$ cat config.mk
export PLATFORM = sky130hd
export DESIGN_NAME = cea_addr_unit
export DESIGN_NICKNAME = d
export VERILOG_FILES = /design/src/cea_pkg.sv /design/src/cea_dec_if.sv /design/src/cea_mode_dec.sv /design/src/cea_addr_unit.sv
export SDC_FILE = /design/constraint.sdc
export NUM_CORES = 1
export LEC_CHECK = 0
export BUFFER_PORTS_ARGS = -buffer_cell sky130_fd_sc_hd__buf_2
export CORE_MARGIN = 10
export CORE_UTILIZATION = 54
export DETAILED_ROUTE_END_ITERATION = 8
export HOLD_SLACK_MARGIN = 0.15
export PLACE_DENSITY = 0.74
export SLEW_MARGIN = 20
export SYNTH_ARGS = -nofsm -noshare
export SYNTH_HDL_FRONTEND = slang
export SYNTH_SLANG_ARGS = --single-unit
$ cat constraint.sdc
create_clock -name core_clk_i -period 3.5 [get_ports core_clk_i]
set_clock_uncertainty 0.2 [all_clocks]
set_input_delay 0.7 -clock core_clk_i [delete_from_list [all_inputs] [get_ports core_clk_i]]
set_output_delay 0.7 -clock core_clk_i [all_outputs]
set_load 0.01 [all_outputs]
$ cat src/cea_pkg.sv
// constants and types shared by the effective address unit
package cea_pkg;

    // prefix byte values seen in front of an opcode
    localparam logic [7:0]  SECOND_INDEX_PREFIX          = 8'h90;
    localparam logic [7:0]  SECOND_INDEX_INDIRECT_PREFIX = 8'h91;
    localparam logic [7:0]  INDIRECTION_PREFIX           = 8'h92;

    // number of bytes that follow the opcode in the code stream
    localparam logic [1:0]  LEN_NONE = 2'h0;
    localparam logic [1:0]  LEN_BYTE = 2'h1;
    localparam logic [1:0]  LEN_WORD = 2'h2;

    // address limits of the short forms
    localparam logic [15:0] PAGE0_TOP = 16'h00FF;
    localparam logic [15:0] IDX_TOP   = 16'h01FE;
    localparam logic [7:0]  ZERO_BYTE = 8'h00;

    typedef enum logic [6:0] {
        S_IDLE = 7'b000_0001,
        S_OPC  = 7'b000_0010,
        S_B1   = 7'b000_0100,
        S_B2   = 7'b000_1000,
        S_REL  = 7'b001_0000,
        S_PH   = 7'b010_0000,
        S_PL   = 7'b100_0000
    } cea_state_type;

    // addressing attributes of one decoded opcode
    typedef struct packed {
        logic [1:0] len;     // stream bytes after the opcode, not counting a bit-test offset
        logic       imm;     // byte is the operand itself
        logic       idx;     // index register is added
        logic       ind;     // stream byte is a pointer address
        logic       pword;   // pointer in memory is two bytes
        logic       bitrel;  // bit test: address then branch offset
        logic       rel;     // branch offset is produced
    } cea_attr_type;

    typedef struct packed {
        cea_state_type state;
        logic [15:0]   pc;
        logic [15:0]   pc0;
        logic [1:0]    npfx;
        logic [7:0]    opc;
        logic          pfx_y;
        logic          pfx_ind;
        cea_attr_type  attr;
        logic [15:0]   val;
        logic [7:0]    rel;
        logic          req;
        logic [15:0]   addr;
        logic          done;
        logic          busy;
        logic [15:0]   ea;
        logic [15:0]   target;
        logic [7:0]    operand;
    } cea_regs_type;

endpackage

$ cat src/cea_dec_if.sv
// carrier between the sequencer and the opcode classifier
`timescale 1ns/1ps
interface cea_dec_if;
    logic [7:0]            opcode;
    logic                  ind_pfx;
    logic                  y_pfx;
    cea_pkg::cea_attr_type attr;

    modport main (output opcode, output ind_pfx, output y_pfx, input attr);
    modport dec  (input opcode, input ind_pfx, input y_pfx, output attr);
endinterface

$ cat src/cea_mode_dec.sv
// opcode classifier: addressing attributes from the high opcode nibble
`timescale 1ns/1ps
module cea_mode_dec
    import cea_pkg::*;
(
    cea_dec_if.dec d
);

    cea_attr_type a;

    // short forms take one stream byte, long forms two; the indirection
    // prefix turns direct and offset-indexed forms into their pointer forms
    always_comb begin
        a = '0;
        case (d.opcode[7:4])
            4'h0: begin
                a.len    = LEN_BYTE;
                a.bitrel = 1'b1;
                a.ind    = d.ind_pfx;
            end
            4'h1, 4'h3, 4'hB: begin
                a.len = LEN_BYTE;
                a.ind = d.ind_pfx;
            end
            4'h2: begin
                a.len = LEN_BYTE;
                a.rel = 1'b1;
                a.ind = d.ind_pfx;
            end
            4'h6, 4'hE: begin
                a.len = LEN_BYTE;
                a.idx = 1'b1;
                a.ind = d.ind_pfx;
            end
            4'h7, 4'hF: begin
                a.idx = 1'b1;
            end
            4'hA: begin
                a.len = LEN_BYTE;
                a.imm = 1'b1;
            end
            4'hC, 4'hD: begin
                a.idx   = d.opcode[4];
                a.ind   = d.ind_pfx;
                a.pword = d.ind_pfx;
                a.len   = d.ind_pfx ? LEN_BYTE : LEN_WORD;
            end
            default: begin
                a.len = LEN_NONE;
            end
        endcase
    end

    assign d.attr = a;

endmodule

$ cat src/cea_addr_unit.sv
// operand fetch and effective address sequencer
`timescale 1ns/1ps
module cea_addr_unit
    import cea_pkg::*;
(
    input  wire logic        core_clk_i,
    input  wire logic        rst_i,
    input  wire logic        start_i,
    input  wire logic [15:0] pc_i,
    input  wire logic [7:0]  x_i,
    input  wire logic [7:0]  y_i,
    output logic             mem_req_o,
    output logic [15:0]      mem_addr_o,
    input  wire logic        mem_ack_i,
    input  wire logic [7:0]  mem_rdata_i,
    output logic             busy_o,
    output logic             done_o,
    output logic [7:0]       opcode_o,
    output cea_attr_type     attr_o,
    output logic             use_y_o,
    output logic [7:0]       operand_o,
    output logic [15:0]      ea_o,
    output logic [15:0]      target_o,
    output logic [15:0]      next_pc_o
);

    cea_regs_type r_reg;
    cea_regs_type r_next;
    cea_dec_if    dif ();

    cea_mode_dec u_dec (
        .d (dif.dec)
    );

    // the classifier looks at the byte on the bus during the opcode fetch
    assign dif.opcode  = mem_rdata_i;
    assign dif.ind_pfx = r_reg.pfx_ind;
    assign dif.y_pfx   = r_reg.pfx_y;

    // close a sequence: index sum keeps the carry, offset is sign-extended
    function automatic cea_regs_type finish(input cea_regs_type s,
                                            input logic [7:0]   xv,
                                            input logic [7:0]   yv);
        logic [7:0] ix;
        ix       = s.pfx_y ? yv : xv;
        s.ea     = s.attr.idx ? s.val + {ZERO_BYTE, ix}
                              : s.val;
        s.target = s.pc + {{8{s.rel[7]}}, s.rel};
        s.operand = s.val[7:0];
        s.state  = S_IDLE;
        s.req    = 1'b0;
        s.busy   = 1'b0;
        s.done   = 1'b1;
        return s;
    endfunction

    // sequencer: one bus byte per acknowledged request
    always_comb begin
        r_next      = r_reg;
        r_next.done = 1'b0;
        case (r_reg.state)
            S_IDLE: begin
                if (start_i) begin
                    r_next.state   = S_OPC;
                    r_next.pc      = pc_i;
                    r_next.pc0     = pc_i;
                    r_next.npfx    = 2'h0;
                    r_next.addr    = pc_i;
                    r_next.req     = 1'b1;
                    r_next.busy    = 1'b1;
                    r_next.pfx_y   = 1'b0;
                    r_next.pfx_ind = 1'b0;
                    r_next.val     = 16'h0000;
                    r_next.rel     = 8'h00;
                end
            end
            S_OPC: begin
                if (mem_ack_i) begin
                    r_next.pc   = r_reg.pc + 16'h0001;
                    r_next.addr = r_reg.pc + 16'h0001;
                    if (mem_rdata_i == SECOND_INDEX_PREFIX) begin
                        r_next.pfx_y = 1'b1;
                        r_next.npfx  = r_reg.npfx + 2'h1;
                    end else if (mem_rdata_i == INDIRECTION_PREFIX) begin
                        r_next.pfx_ind = 1'b1;
                        r_next.npfx    = r_reg.npfx + 2'h1;
                    end else if (mem_rdata_i ==
                                 SECOND_INDEX_INDIRECT_PREFIX) begin
                        r_next.pfx_y   = 1'b1;
                        r_next.pfx_ind = 1'b1;
                        r_next.npfx    = r_reg.npfx + 2'h1;
                    end else begin
                        r_next.opc  = mem_rdata_i;
                        r_next.attr = dif.attr;
                        if (dif.attr.len == LEN_NONE) begin
                            r_next = finish(r_next, x_i, y_i);
                        end else begin
                            r_next.state = S_B1;
                        end
                    end
                end
            end
            S_B1: begin
                if (mem_ack_i) begin
                    r_next.pc   = r_reg.pc + 16'h0001;
                    r_next.addr = r_reg.pc + 16'h0001;
                    r_next.val  = {ZERO_BYTE, mem_rdata_i};
                    if (r_reg.attr.len == LEN_WORD) begin
                        r_next.state = S_B2;
                    end else if (r_reg.attr.bitrel) begin
                        r_next.state = S_REL;
                    end else if (r_reg.attr.ind) begin
                        r_next.state = S_PH;
                        r_next.addr  = {ZERO_BYTE, mem_rdata_i};
                    end else if (r_reg.attr.rel) begin
                        r_next.rel = mem_rdata_i;
                        r_next     = finish(r_next, x_i, y_i);
                    end else begin
                        r_next = finish(r_next, x_i, y_i);
                    end
                end
            end
            S_B2: begin
                if (mem_ack_i) begin
                    r_next.pc  = r_reg.pc + 16'h0001;
                    r_next.val = {r_reg.val[7:0], mem_rdata_i};
                    r_next     = finish(r_next, x_i, y_i);
                end
            end
            S_REL: begin
                if (mem_ack_i) begin
                    r_next.pc  = r_reg.pc + 16'h0001;
                    r_next.rel = mem_rdata_i;
                    if (r_reg.attr.ind) begin
                        r_next.state = S_PH;
                        r_next.addr  = {ZERO_BYTE, r_reg.val[7:0]};
                    end else begin
                        r_next = finish(r_next, x_i, y_i);
                    end
                end
            end
            S_PH: begin
                if (mem_ack_i) begin
                    if (r_reg.attr.pword) begin
                        // pointer at FF takes its low byte from 0100
                        r_next.val   = {ZERO_BYTE, mem_rdata_i};
                        r_next.addr  = r_reg.addr + 16'h0001;
                        r_next.state = S_PL;
                    end else if (r_reg.attr.rel && !r_reg.attr.bitrel) begin
                        r_next.rel = mem_rdata_i;
                        r_next     = finish(r_next, x_i, y_i);
                    end else begin
                        r_next.val = {ZERO_BYTE, mem_rdata_i};
                        r_next     = finish(r_next, x_i, y_i);
                    end
                end
            end
            S_PL: begin
                if (mem_ack_i) begin
                    r_next.val = {r_reg.val[7:0], mem_rdata_i};
                    r_next     = finish(r_next, x_i, y_i);
                end
            end
            default: begin
                r_next       = '0;
                r_next.state = S_IDLE;
            end
        endcase
    end

    always_ff @(posedge core_clk_i) begin
        if (rst_i) begin
            r_reg       <= '0;
            r_reg.state <= S_IDLE;
        end else begin
            r_reg <= r_next;
        end
    end

    // every output is a field of the state register
    assign mem_req_o  = r_reg.req;
    assign mem_addr_o = r_reg.addr;
    assign busy_o     = r_reg.busy;
    assign done_o     = r_reg.done;
    assign opcode_o   = r_reg.opc;
    assign attr_o     = r_reg.attr;
    assign use_y_o    = r_reg.pfx_y;
    assign operand_o  = r_reg.operand;
    assign ea_o       = r_reg.ea;
    assign target_o   = r_reg.target;
    assign next_pc_o  = r_reg.pc;
endmodule

== Word level (Yosys, flattened, before mapping) ==
Cells that the tools add are included.
Cells by class
  $add $sub $neg: 10
  equal/unequal tests: 47
  multiplexer cells: 73
  bitwise operators: 7
  reduce and logical (&&, ||, !) cells: 23
Operators with widths (count)
  two-way mux 142 bit: 6
  two-way mux 135 bit: 5
  one-hot mux 41 bit (7 select lines): 2
  one-hot mux 40 bit (7 select lines): 1
  two-way mux 91 bit: 2
  two-way mux 87 bit: 2
  two-way mux 42 bit: 3
  two-way mux 39 bit: 3
  two-way mux 16 bit: 7
  one-hot mux 8 bit (7 select lines): 2
  two-way mux 92 bit: 1
  two-way mux 84 bit: 1
  two-way mux 83 bit: 1
  two-way mux 41 bit: 2
  adder 16 bit: 4
  two-way mux 59 bit: 1
  two-way mux 29 bit: 2
  two-way mux 52 bit: 1
  inequality test 2 bit (second input constant): 20
  adder 16 x 1 -> 16 bit (second input constant): 2
  adder 16 x 8 -> 16 bit: 2
  AND reduction 16 bit: 2
  AND reduction 10 bit: 3
  two-way mux 9 bit: 3
  other kinds (43): 82
Storage, ports and cells
  register bits after elaboration: 126
  input port bits: 44
  output and inout port bits: 92
  logic and storage cells: 182

== Depth between registers and ports, before layout ==
Gate-level depths: netlist (run 1).
  depth after elaboration: 15
  depth in mapped cells: 14
  gate-level depth less buffers: 14

== Cells and area by module ==
From an unflattened synthesis (run 1), not the netlist that was laid out.
Second synthesis, totals
  cells, all modules: 1429
  area, all modules: 11056.9 µm²
By module, submodules not included
  cea_addr_unit: instances 1, cells an instance 1414, area each 10950.5 µm², seq. area each 2462.4 µm²
  cea_mode_dec: instances 1, cells an instance 15, area each 106.4 µm², seq. area each 0.0 µm²

== Worst setup path before layout (run 1) ==
OpenSTA, ideal clock, no wires.
  path kind: register -> register
  start point: register r_reg (netlist bit use_y_o)
  end point: register r_reg (netlist bit ea_o[8])
  setup time: 0.132 ns
  data arrival time: 3.445 ns
  data required time: 3.168 ns
  setup slack: -0.277 ns
  stages on the path, launching flop included: 13
  buffers on the path: 1
  clock period less this slack: 3.777 ns
  cell sequence: dfxtp_1 -> clkbuf_1 -> mux2_2 -> ha_1 -> fa_1 -> a21o_1 -> a21oi_1 -> o21bai_1 -> a2111oi_0 -> nor3_1 -> mux2i_1 -> a221oi_1 -> a21oi_1
Between the ends
  word-level cells in the longest chain between the ends: 14
  elaborated cells between the ends (all ways): 31
  those cells by class: 3 x add/sub; 28 x mux
RTL lines
  start, declared: line cea_addr_unit.sv:27  | cea_regs_type r_reg;
  start signal, assigned: line cea_addr_unit.sv:176  | r_reg <= r_next;
  two-way mux 8 bit (*): line cea_addr_unit.sv:45  | ix = s.pfx_y ? yv : xv;
  adder 16 x 8 -> 16 bit: line cea_addr_unit.sv:46  | s.ea = s.attr.idx ? s.val + {ZERO_BYTE, ix}
  two-way mux 16 bit: line cea_addr_unit.sv:46
  two-way mux 59 bit: line cea_addr_unit.sv:95  | if (dif.attr.len == LEN_NONE) begin
  two-way mux 135 bit: line cea_addr_unit.sv:87  | end else if (mem_rdata_i ==
  two-way mux 135 bit: line cea_addr_unit.sv:84  | end else if (mem_rdata_i == INDIRECTION_PREFIX) begin
  two-way mux 135 bit: line cea_addr_unit.sv:81  | if (mem_rdata_i == SECOND_INDEX_PREFIX) begin
  two-way mux 135 bit: line cea_addr_unit.sv:78  | if (mem_ack_i) begin
  two-way mux 135 bit: line cea_addr_unit.sv:61  | case (r_reg.state)
  two-way mux 91 bit: line cea_addr_unit.sv:87
  two-way mux 91 bit: line cea_addr_unit.sv:84
  two-way mux 92 bit: line cea_addr_unit.sv:81
  two-way mux 142 bit: line cea_addr_unit.sv:78
  one-hot mux 40 bit (7 select lines) (*): line cea_addr_unit.sv:61
Mark *: on every way between the ends. The rest lies on a longest branch, timed or not. The select of a mux whose other input is x is not followed.
A chain may end at the register's enable or synchronous reset.

== Worst setup path after layout (run 1) ==
  start point: register r_reg (netlist bit next_pc_o[1])
  end point: register r_reg (netlist bit target_o[15])
Between the ends
  word-level cells in the longest chain between the ends: 13
  elaborated cells between the ends (all ways): 28
  those cells by class: 5 x add/sub; 23 x mux
RTL lines
  adder 16 x 1 -> 16 bit
  adder 16 bit: line cea_addr_unit.sv:48  | s.target = s.pc + {{8{s.rel[7]}}, s.rel};
  two-way mux 59 bit: line cea_addr_unit.sv:95
  two-way mux 135 bit: line cea_addr_unit.sv:87
  two-way mux 135 bit: line cea_addr_unit.sv:84
  two-way mux 135 bit: line cea_addr_unit.sv:81
  two-way mux 135 bit: line cea_addr_unit.sv:78
  two-way mux 135 bit: line cea_addr_unit.sv:61
  two-way mux 91 bit: line cea_addr_unit.sv:87
  two-way mux 91 bit: line cea_addr_unit.sv:84
  two-way mux 92 bit: line cea_addr_unit.sv:81
  two-way mux 142 bit: line cea_addr_unit.sv:78
  one-hot mux 40 bit (7 select lines) (*): line cea_addr_unit.sv:61
Marks and branches as above.

==> results of run 1 <==
[final cells by class]
cell class | instances | area, sq um
fill | 1862 | 7650
multi-input combinational | 1092 | 7560
sequential | 123 | 2460
timing repair buffer | 234 | 1460
clock buffer | 20 | 457
tap | 270 | 338
clock inverter | 12 | 136
inverter | 28 | 105
[cell families (layout without fill, tap and decap cells)]
kind of cell,after synthesis,count (layout),synth area share [%]
compound gates,443,443,28.1
simple gates,443,443,19.4
buf+inv,192,294,10.0
flops,123,123,22.3
xor+xnor,95,95,7.54
fa+ha+maj,90,90,10.6
mux,21,21,2.06
[cell usage after synthesis (all sizes together), types with 7 or more instances]
cell      n  area, sq um
o21a     13         97.6
ha       84         1050
or3       7         43.8
mux2     14          158
a21o     31          233
xor2     34          298
inv      28          105
a21oi    90          450
nand4    18          113
nand3    33          165
a22oi    67          503
o21ai    72          368
o211ai   14          105
o21bai   12         90.1
a222oi   25          250
xnor2    61          534
buf     110          796
clkbuf   54          203
nor4     12         96.3
a221o     8         80.1
a211oi   17          128
nor2    151          569
dfxtp   123         2460
nor2b    14         87.6
a31oi    21          131
nor3     39          205
nand2b   16          100
a221oi   20          175
and3     12         75.1
nand2   103          387
mux2i     7         70.1
and2     13         83.8
[per-stage QoR]
step	instances	setup slack, ns	TNS [ns]	util [%]	power, mW
after global routing	1779	0.000368	0	62.1	6.27
after global placement	1746	-0.0742	-0.146	58.7	4.03
after floorplan	1407	0.0163	0	-	3.38
after detailed placement	1746	-0.154	-0.413	58.7	4.06
after CTS	1778	0.0228	0	61.6	5.88
final	1779	0.134	0	62.1	5.95
[power by group through the flow]
stage | Clock [mW] | Combinational, mW | Sequential [mW]
after CTS | 1.82 | 2.41 | 1.64
after global routing | 1.89 | 2.71 | 1.67
after detailed placement | 0 | 2.39 | 1.67
after floorplan | 0 | 1.73 | 1.66
final | 1.81 | 2.49 | 1.65
after global placement | 0 | 2.36 | 1.67
[layout by cell type, fill, tap and decap left out, drive strengths merged, types with 6 or more instances in the layout]
master and n:
o21ai 72, a31oi 21, nor2b 14, and3 12, a21o 31, xnor2 61
fa 6, nor4 12, clkbuf 20, nand2b 16, inv 31, a221oi 20
buf 234, nand2 103, mux2 14, dfxtp 123, a221o 8, a222oi 25
nand3 33, or2 6, ha 84, nor3b 6, a21oi 90, nand4 18
a211oi 17, o21bai 12, a22oi 67, o21a 13, nor3 39, mux2i 7
or3 7, xor2 34, nor2 151, o211ai 14, and2 13
[per-layer routing]
metal	share of wire [%]	vias to the layer above
li1	-	5323
met1	44	5359
met2	42	613
met3	12	64
met4	2.1	2
met5	0.035	-
[worst min path at each step]
| stage | to | cells after the start | start |
|---|---|---|---|
| 5_1_grt | target_o[3]$_SDFFE_PP0P_ | 2 | target_o[3]$_SDFFE_PP0P_ |
| 2_1_floorplan | opcode_o[0]$_SDFFE_PP0P_ | 2 | opcode_o[0]$_SDFFE_PP0P_ |
| 6_report | target_o[3]$_SDFFE_PP0P_ | 2 | target_o[3]$_SDFFE_PP0P_ |
| 4_1_cts | target_o[3]$_SDFFE_PP0P_ | 2 | target_o[3]$_SDFFE_PP0P_ |
| 3_5_place_dp | opcode_o[7]$_SDFFE_PP0P_ | 2 | opcode_o[7]$_SDFFE_PP0P_ |
| 3_3_place_gp | opcode_o[4]$_SDFFE_PP0P_ | 2 | opcode_o[4]$_SDFFE_PP0P_ |
[what timing repair did]
action,in CTS,in global routing
hold buffers,0,0
setup endpoints to repair,0,9
gates resized for setup,0,17
hold endpoints to repair,0,0
setup buffers,0,1
[worst reg2reg max path, cell delays in order, from the launching register on]
cell and delay, ns:
dfxtp_1 0.33, buf_4 0.21, nand2_1 0.12, nor2_1 0.17
xor2_2 0.27, ha_1 0.31, nand2_1 0.07, o21ai_0 0.12
a41o_1 0.30, a31o_2 0.27, a221o_1 0.34, a21oi_1 0.18
mux2i_1 0.21, a41oi_1 0.13
==> results.cfg, run 1 <==
[worst_setup_path]
start_kind = register
path_cells = buf_4 > nand2_1 > nor2_1 > xor2_2 > ha_1 > nand2_1 > o21ai_0 > a41o_1 > a31o_2 > a221o_1 > a21oi_1 > mux2i_1 > a41oi_1
crit_top_cell = nand2_1
critical_path.startpoint = next_pc_o[1]$_SDFFE_PP0P_
cp-endpoint = target_o[15]$_SDFFE_PP0P_
critical_path.slowest_cell = a221o_1
required_ns = 3.60
worstSetupPathType = reg2reg
end_kind = register
rr_worst_depth = 13
r2r-start = next_pc_o[1]$_SDFFE_PP0P_
r2r_setup_slack_ns = 0.13
critical_path_arrival_ns = 3.47
critical_path.top_delay_family = compound AO/OA/AOI/OAI gates
r2r_end = target_o[15]$_SDFFE_PP0P_
slowest_delay_ns = 0.34
cp_num_cells = 13
cp_max_fo = 9
worst-path-buf-inv = 1

[power]
power_frac_comb_pct = 41.8
ir_worst_vdd_uv = 391
leakagePower_nw = 5.44
intPower_mw = 3.60
pwr_density_cell_nw_per_um2 = 476
p_sw_share_pct = 39.6
power.share.clock_pct = 30.4
seqPwrFrac_pct = 27.7
p_sw_mw = 2.36

[grt]
grtUsageMet3_pct = 7.15
use_met1_pct = 38.4
grt_pass1_wl_mm = 58.1
grt_max_degree = 68
antenna_found_initial = 1
grt.overflow.total = 0
grt_usage_pct = 27.1
grt_use_met2_pct = 39.2
grt_busiest_layer = met2
grt_pass1_vias = 10500

[sta]
slew_viol_final = 0
fmax_mhz = 297
post-route-period-util_pct = 96.2
relSlewSlack_pct = 36.1
whs_ns = 0.248
worstMarginPinSlew_ns = 0.955
setup_violations = 0
period_needed_ns = 3.37
final-hold-violation-count = 0
rsz0062_at_grt = false

[yosys]
synth_cells = 1407
seq_area_frac_synth_pct = 22.3
syn-num-nets = 1541
avgSynthCellArea_sq_um = 7.85
synthFlopType = dfxtp_1
synth-seq-cells = 123
ys_async_sr_fraction_pct = 0
yosys_warnings = 0
syn_area_sq_um = 11000
yosysUniqueCellTypes = 78
synth_edf_count = 0

[floorplan]
dieArea_sq_um = 26600
initial_utilization_pct = 54.7
fp.coreArea_sq_um = 20200
fp.dieW_um = 163
ios = 136
rows = 52
die_y_um = 163

[cts]
cts_buffers = 17
root_buffer = clkbuf_16
clk_latency_ns = 0.44
clock_sinks = 123
cts_max_path_buffers = 2
cts.clk_slew.worst_paths_ns = 0.06
htree_num_levels = 4
tritoncts = done

[layout]
area_growth_pct = 13.4
largest_register_ffs = 31
design_area_sq_um = 12500
final_nets = 1630
n_antenna_cell = 0
drive_gt1_share_pct = 20.9

[detailed_routing]
dr_total_vias = 11400
drt-initial-drc-count = 1199
vias_per_cell = 6.39
drc = 0
avgRoutedWirePerCell_um = 21.0
dr.pass1.iters = 6
routed_wirelength_mm = 37.3
ant_nets = 0

[status]
outcome = finished clean

[placement]
post_dp_cell_area_sq_um = 11800
finalWeightedCongestion = 0.959
dp_hpwl_mm = 27.8
io_buffers = 135

[job]
cap_violations = 0

[hold_path]
min_path_type = reg2reg
Note: power is estimated with default switching activity, not from simulation.
==> inputs of run 2 (changes only) <==
==> constraint.sdc (replaced) <==
create_clock -name core_clk_i -period 3.5 [get_ports core_clk_i]
set_clock_uncertainty 0.2 [all_clocks]
set_input_delay 0.7 -clock core_clk_i [delete_from_list [all_inputs] [get_ports core_clk_i]]
set_output_delay 0.7 -clock core_clk_i [all_outputs]
set_load 0.005 [all_outputs]
==> run 2 against run 1 <==
Compared with the run above: fmax rose by 0.57%; total power barely moved; combinational power barely moved; highest routed layer is now met4; clock power barely moved; count of clock-buffer cells in the layout fell by 2; core utilization rose by 0.51 points; critical path depth fell by 1; largest power group unchanged; flip-flop and latch count did not move; non-clock buffer count rose by 12; critical path type unchanged; setup slack improved by 0.019 ns.
==> results.cfg, run 2 (synthesis gave the netlist of run 1 again) <==
[detailed_routing]
wirelength_met1_mm = 16.6
dr_total_vias = 11500
dr.pass1.iters = 6
avgRoutedWirePerCell_um = 21.0
drt-initial-drc-count = 1308
routed.top_layer = met4
drc = 0
routed_wirelength_mm = 37.7
vias_per_cell = 6.40
ant_nets = 0
dr_wl_met3_mm = 4.41
wl_met2_mm = 16.1

[sta]
setup-tns-final_ns = 0
period_needed_ns = 3.35
setup_ws_ns = 0.153
final-hold-violation-count = 0
relSlewSlack_pct = 36.2
setup_violations = 0
fmax_mhz = 299
post-route-period-util_pct = 95.6
rsz0062_at_grt = true
slew_viol_final = 0
worstMarginPinSlew_ns = 0.953
whs_ns = 0.252

[grt]
grt_usage_pct = 27.3
grt_pass1_wl_mm = 58.5
grt_max_degree = 63
antenna_found_initial = 1
grt_pass1_vias = 10700
grt.overflow.total = 0

[layout]
final_cell_mix = nor2_1, buf_2, dfxtp_1
area_growth_pct = 14.3
design_area_sq_um = 12600
layout_commonest_cell = nor2_1
n_antenna_cell = 0
final_nets = 1642
utilization_pct = 62.6
largest_register_ffs = 31
drive_gt1_share_pct = 21.6

[cts]
root_buffer = clkbuf_16
cts.clk_slew.worst_paths_ns = 0.06
clk_latency_ns = 0.43
clock_sinks = 123
hold_buffers = 0
htree_num_levels = 4
cts_buffers = 17
cts_max_path_buffers = 2
tritoncts = done

[worst_setup_path]
worstSetupPathType = reg2reg
r2r-start = next_pc_o[2]$_SDFFE_PP0P_
critical_path_arrival_ns = 3.42
critical_path.startpoint = next_pc_o[2]$_SDFFE_PP0P_
cp-endpoint = target_o[15]$_SDFFE_PP0P_
cp_max_fo = 7
r2r_setup_slack_ns = 0.15
r2r_end = target_o[15]$_SDFFE_PP0P_
start_kind = register
rr_worst_depth = 12
end_kind = register
required_ns = 3.57

[floorplan]
dieArea_sq_um = 26600
die_y_um = 163
fp.dieW_um = 163
fp.coreArea_sq_um = 20200
initial_utilization_pct = 54.7
rows = 52
ios = 136

[status]
outcome = finished clean

[placement]
pre_cts_ws_ns = -0.0976
io_buffers = 135
post_dp_cell_area_sq_um = 11900
dp_hpwl_mm = 28.2
finalWeightedCongestion = 0.954

[hold_path]
min_path_type = reg2reg

[power]
ir_worst_vdd_uv = 374
pwr_density_cell_nw_per_um2 = 472
leakagePower_nw = 5.49

[job]
cap_violations = 0
-- run 2: worst min-delay path by stage --
stage                                   startpoint                       end  slack, ns  depth (start not counted)
after detailed placement  target_o[3]$_SDFFE_PP0P_  target_o[3]$_SDFFE_PP0P_       0.25                          2
after global placement    opcode_o[4]$_SDFFE_PP0P_  opcode_o[4]$_SDFFE_PP0P_       0.24                          2
final                     target_o[3]$_SDFFE_PP0P_  target_o[3]$_SDFFE_PP0P_       0.25                          2
after floorplan           opcode_o[0]$_SDFFE_PP0P_  opcode_o[0]$_SDFFE_PP0P_       0.23                          2
after global routing      opcode_o[4]$_SDFFE_PP0P_  opcode_o[4]$_SDFFE_PP0P_       0.28                          2
after CTS                 target_o[3]$_SDFFE_PP0P_  target_o[3]$_SDFFE_PP0P_       0.25                          2
-- run 2: routing by layer --
metal	up-vias	global-route usage, %
met5	-	0
met4	0	7.13
met3	57	7.51
met2	645	40.4
met1	5418	38.0
li1	5342	-
-- run 2: metrics by stage --
| stage | cells | power, mW |
|---|---|---|
| after detailed placement | 1758 | 4.06 |
| after CTS | 1790 | 5.89 |
| after floorplan | 1407 | 3.35 |
| after global routing | 1791 | 6.27 |
| final | 1791 | 5.96 |
| after global placement | 1758 | 4.03 |
-- run 2: critical path: stages (launching register included) --
cell and delay [ns]:
dfxtp_1 0.37, buf_4 0.20, nand3_1 0.13, xnor2_2 0.24, ha_1 0.32, o21ai_0 0.14, o211ai_1 0.18, a41o_1 0.30
a31o_2 0.27, a221o_1 0.35, a21oi_1 0.18, mux2i_1 0.20, a41oi_1 0.12
-- run 2: power breakdown --
group,total (mW),internal [mW],leakage (nW),switching (mW)
Clock,1.82,1.08,0.291,0.742
Sequential,1.65,1.51,0.998,0.147
Combinational,2.48,1.02,4.20,1.46
-- run 2: cell type report --
type                    instances  area (sq um)
well taps                     270           338
multi-input cells            1092          7560
fillers                      1832          7550
flip-flops and latches        123          2460
clock buffers                  18           439
repair buffers                246          1550
clock inverters                14           160
inverters                      28           105
-- run 2: repair_timing --
| action | in CTS | in global routing |
|---|---|---|
| resized for setup | 0 | 19 |
| setup buffers | 0 | 1 |
| endpoints found under the setup margin | 0 | 12 |
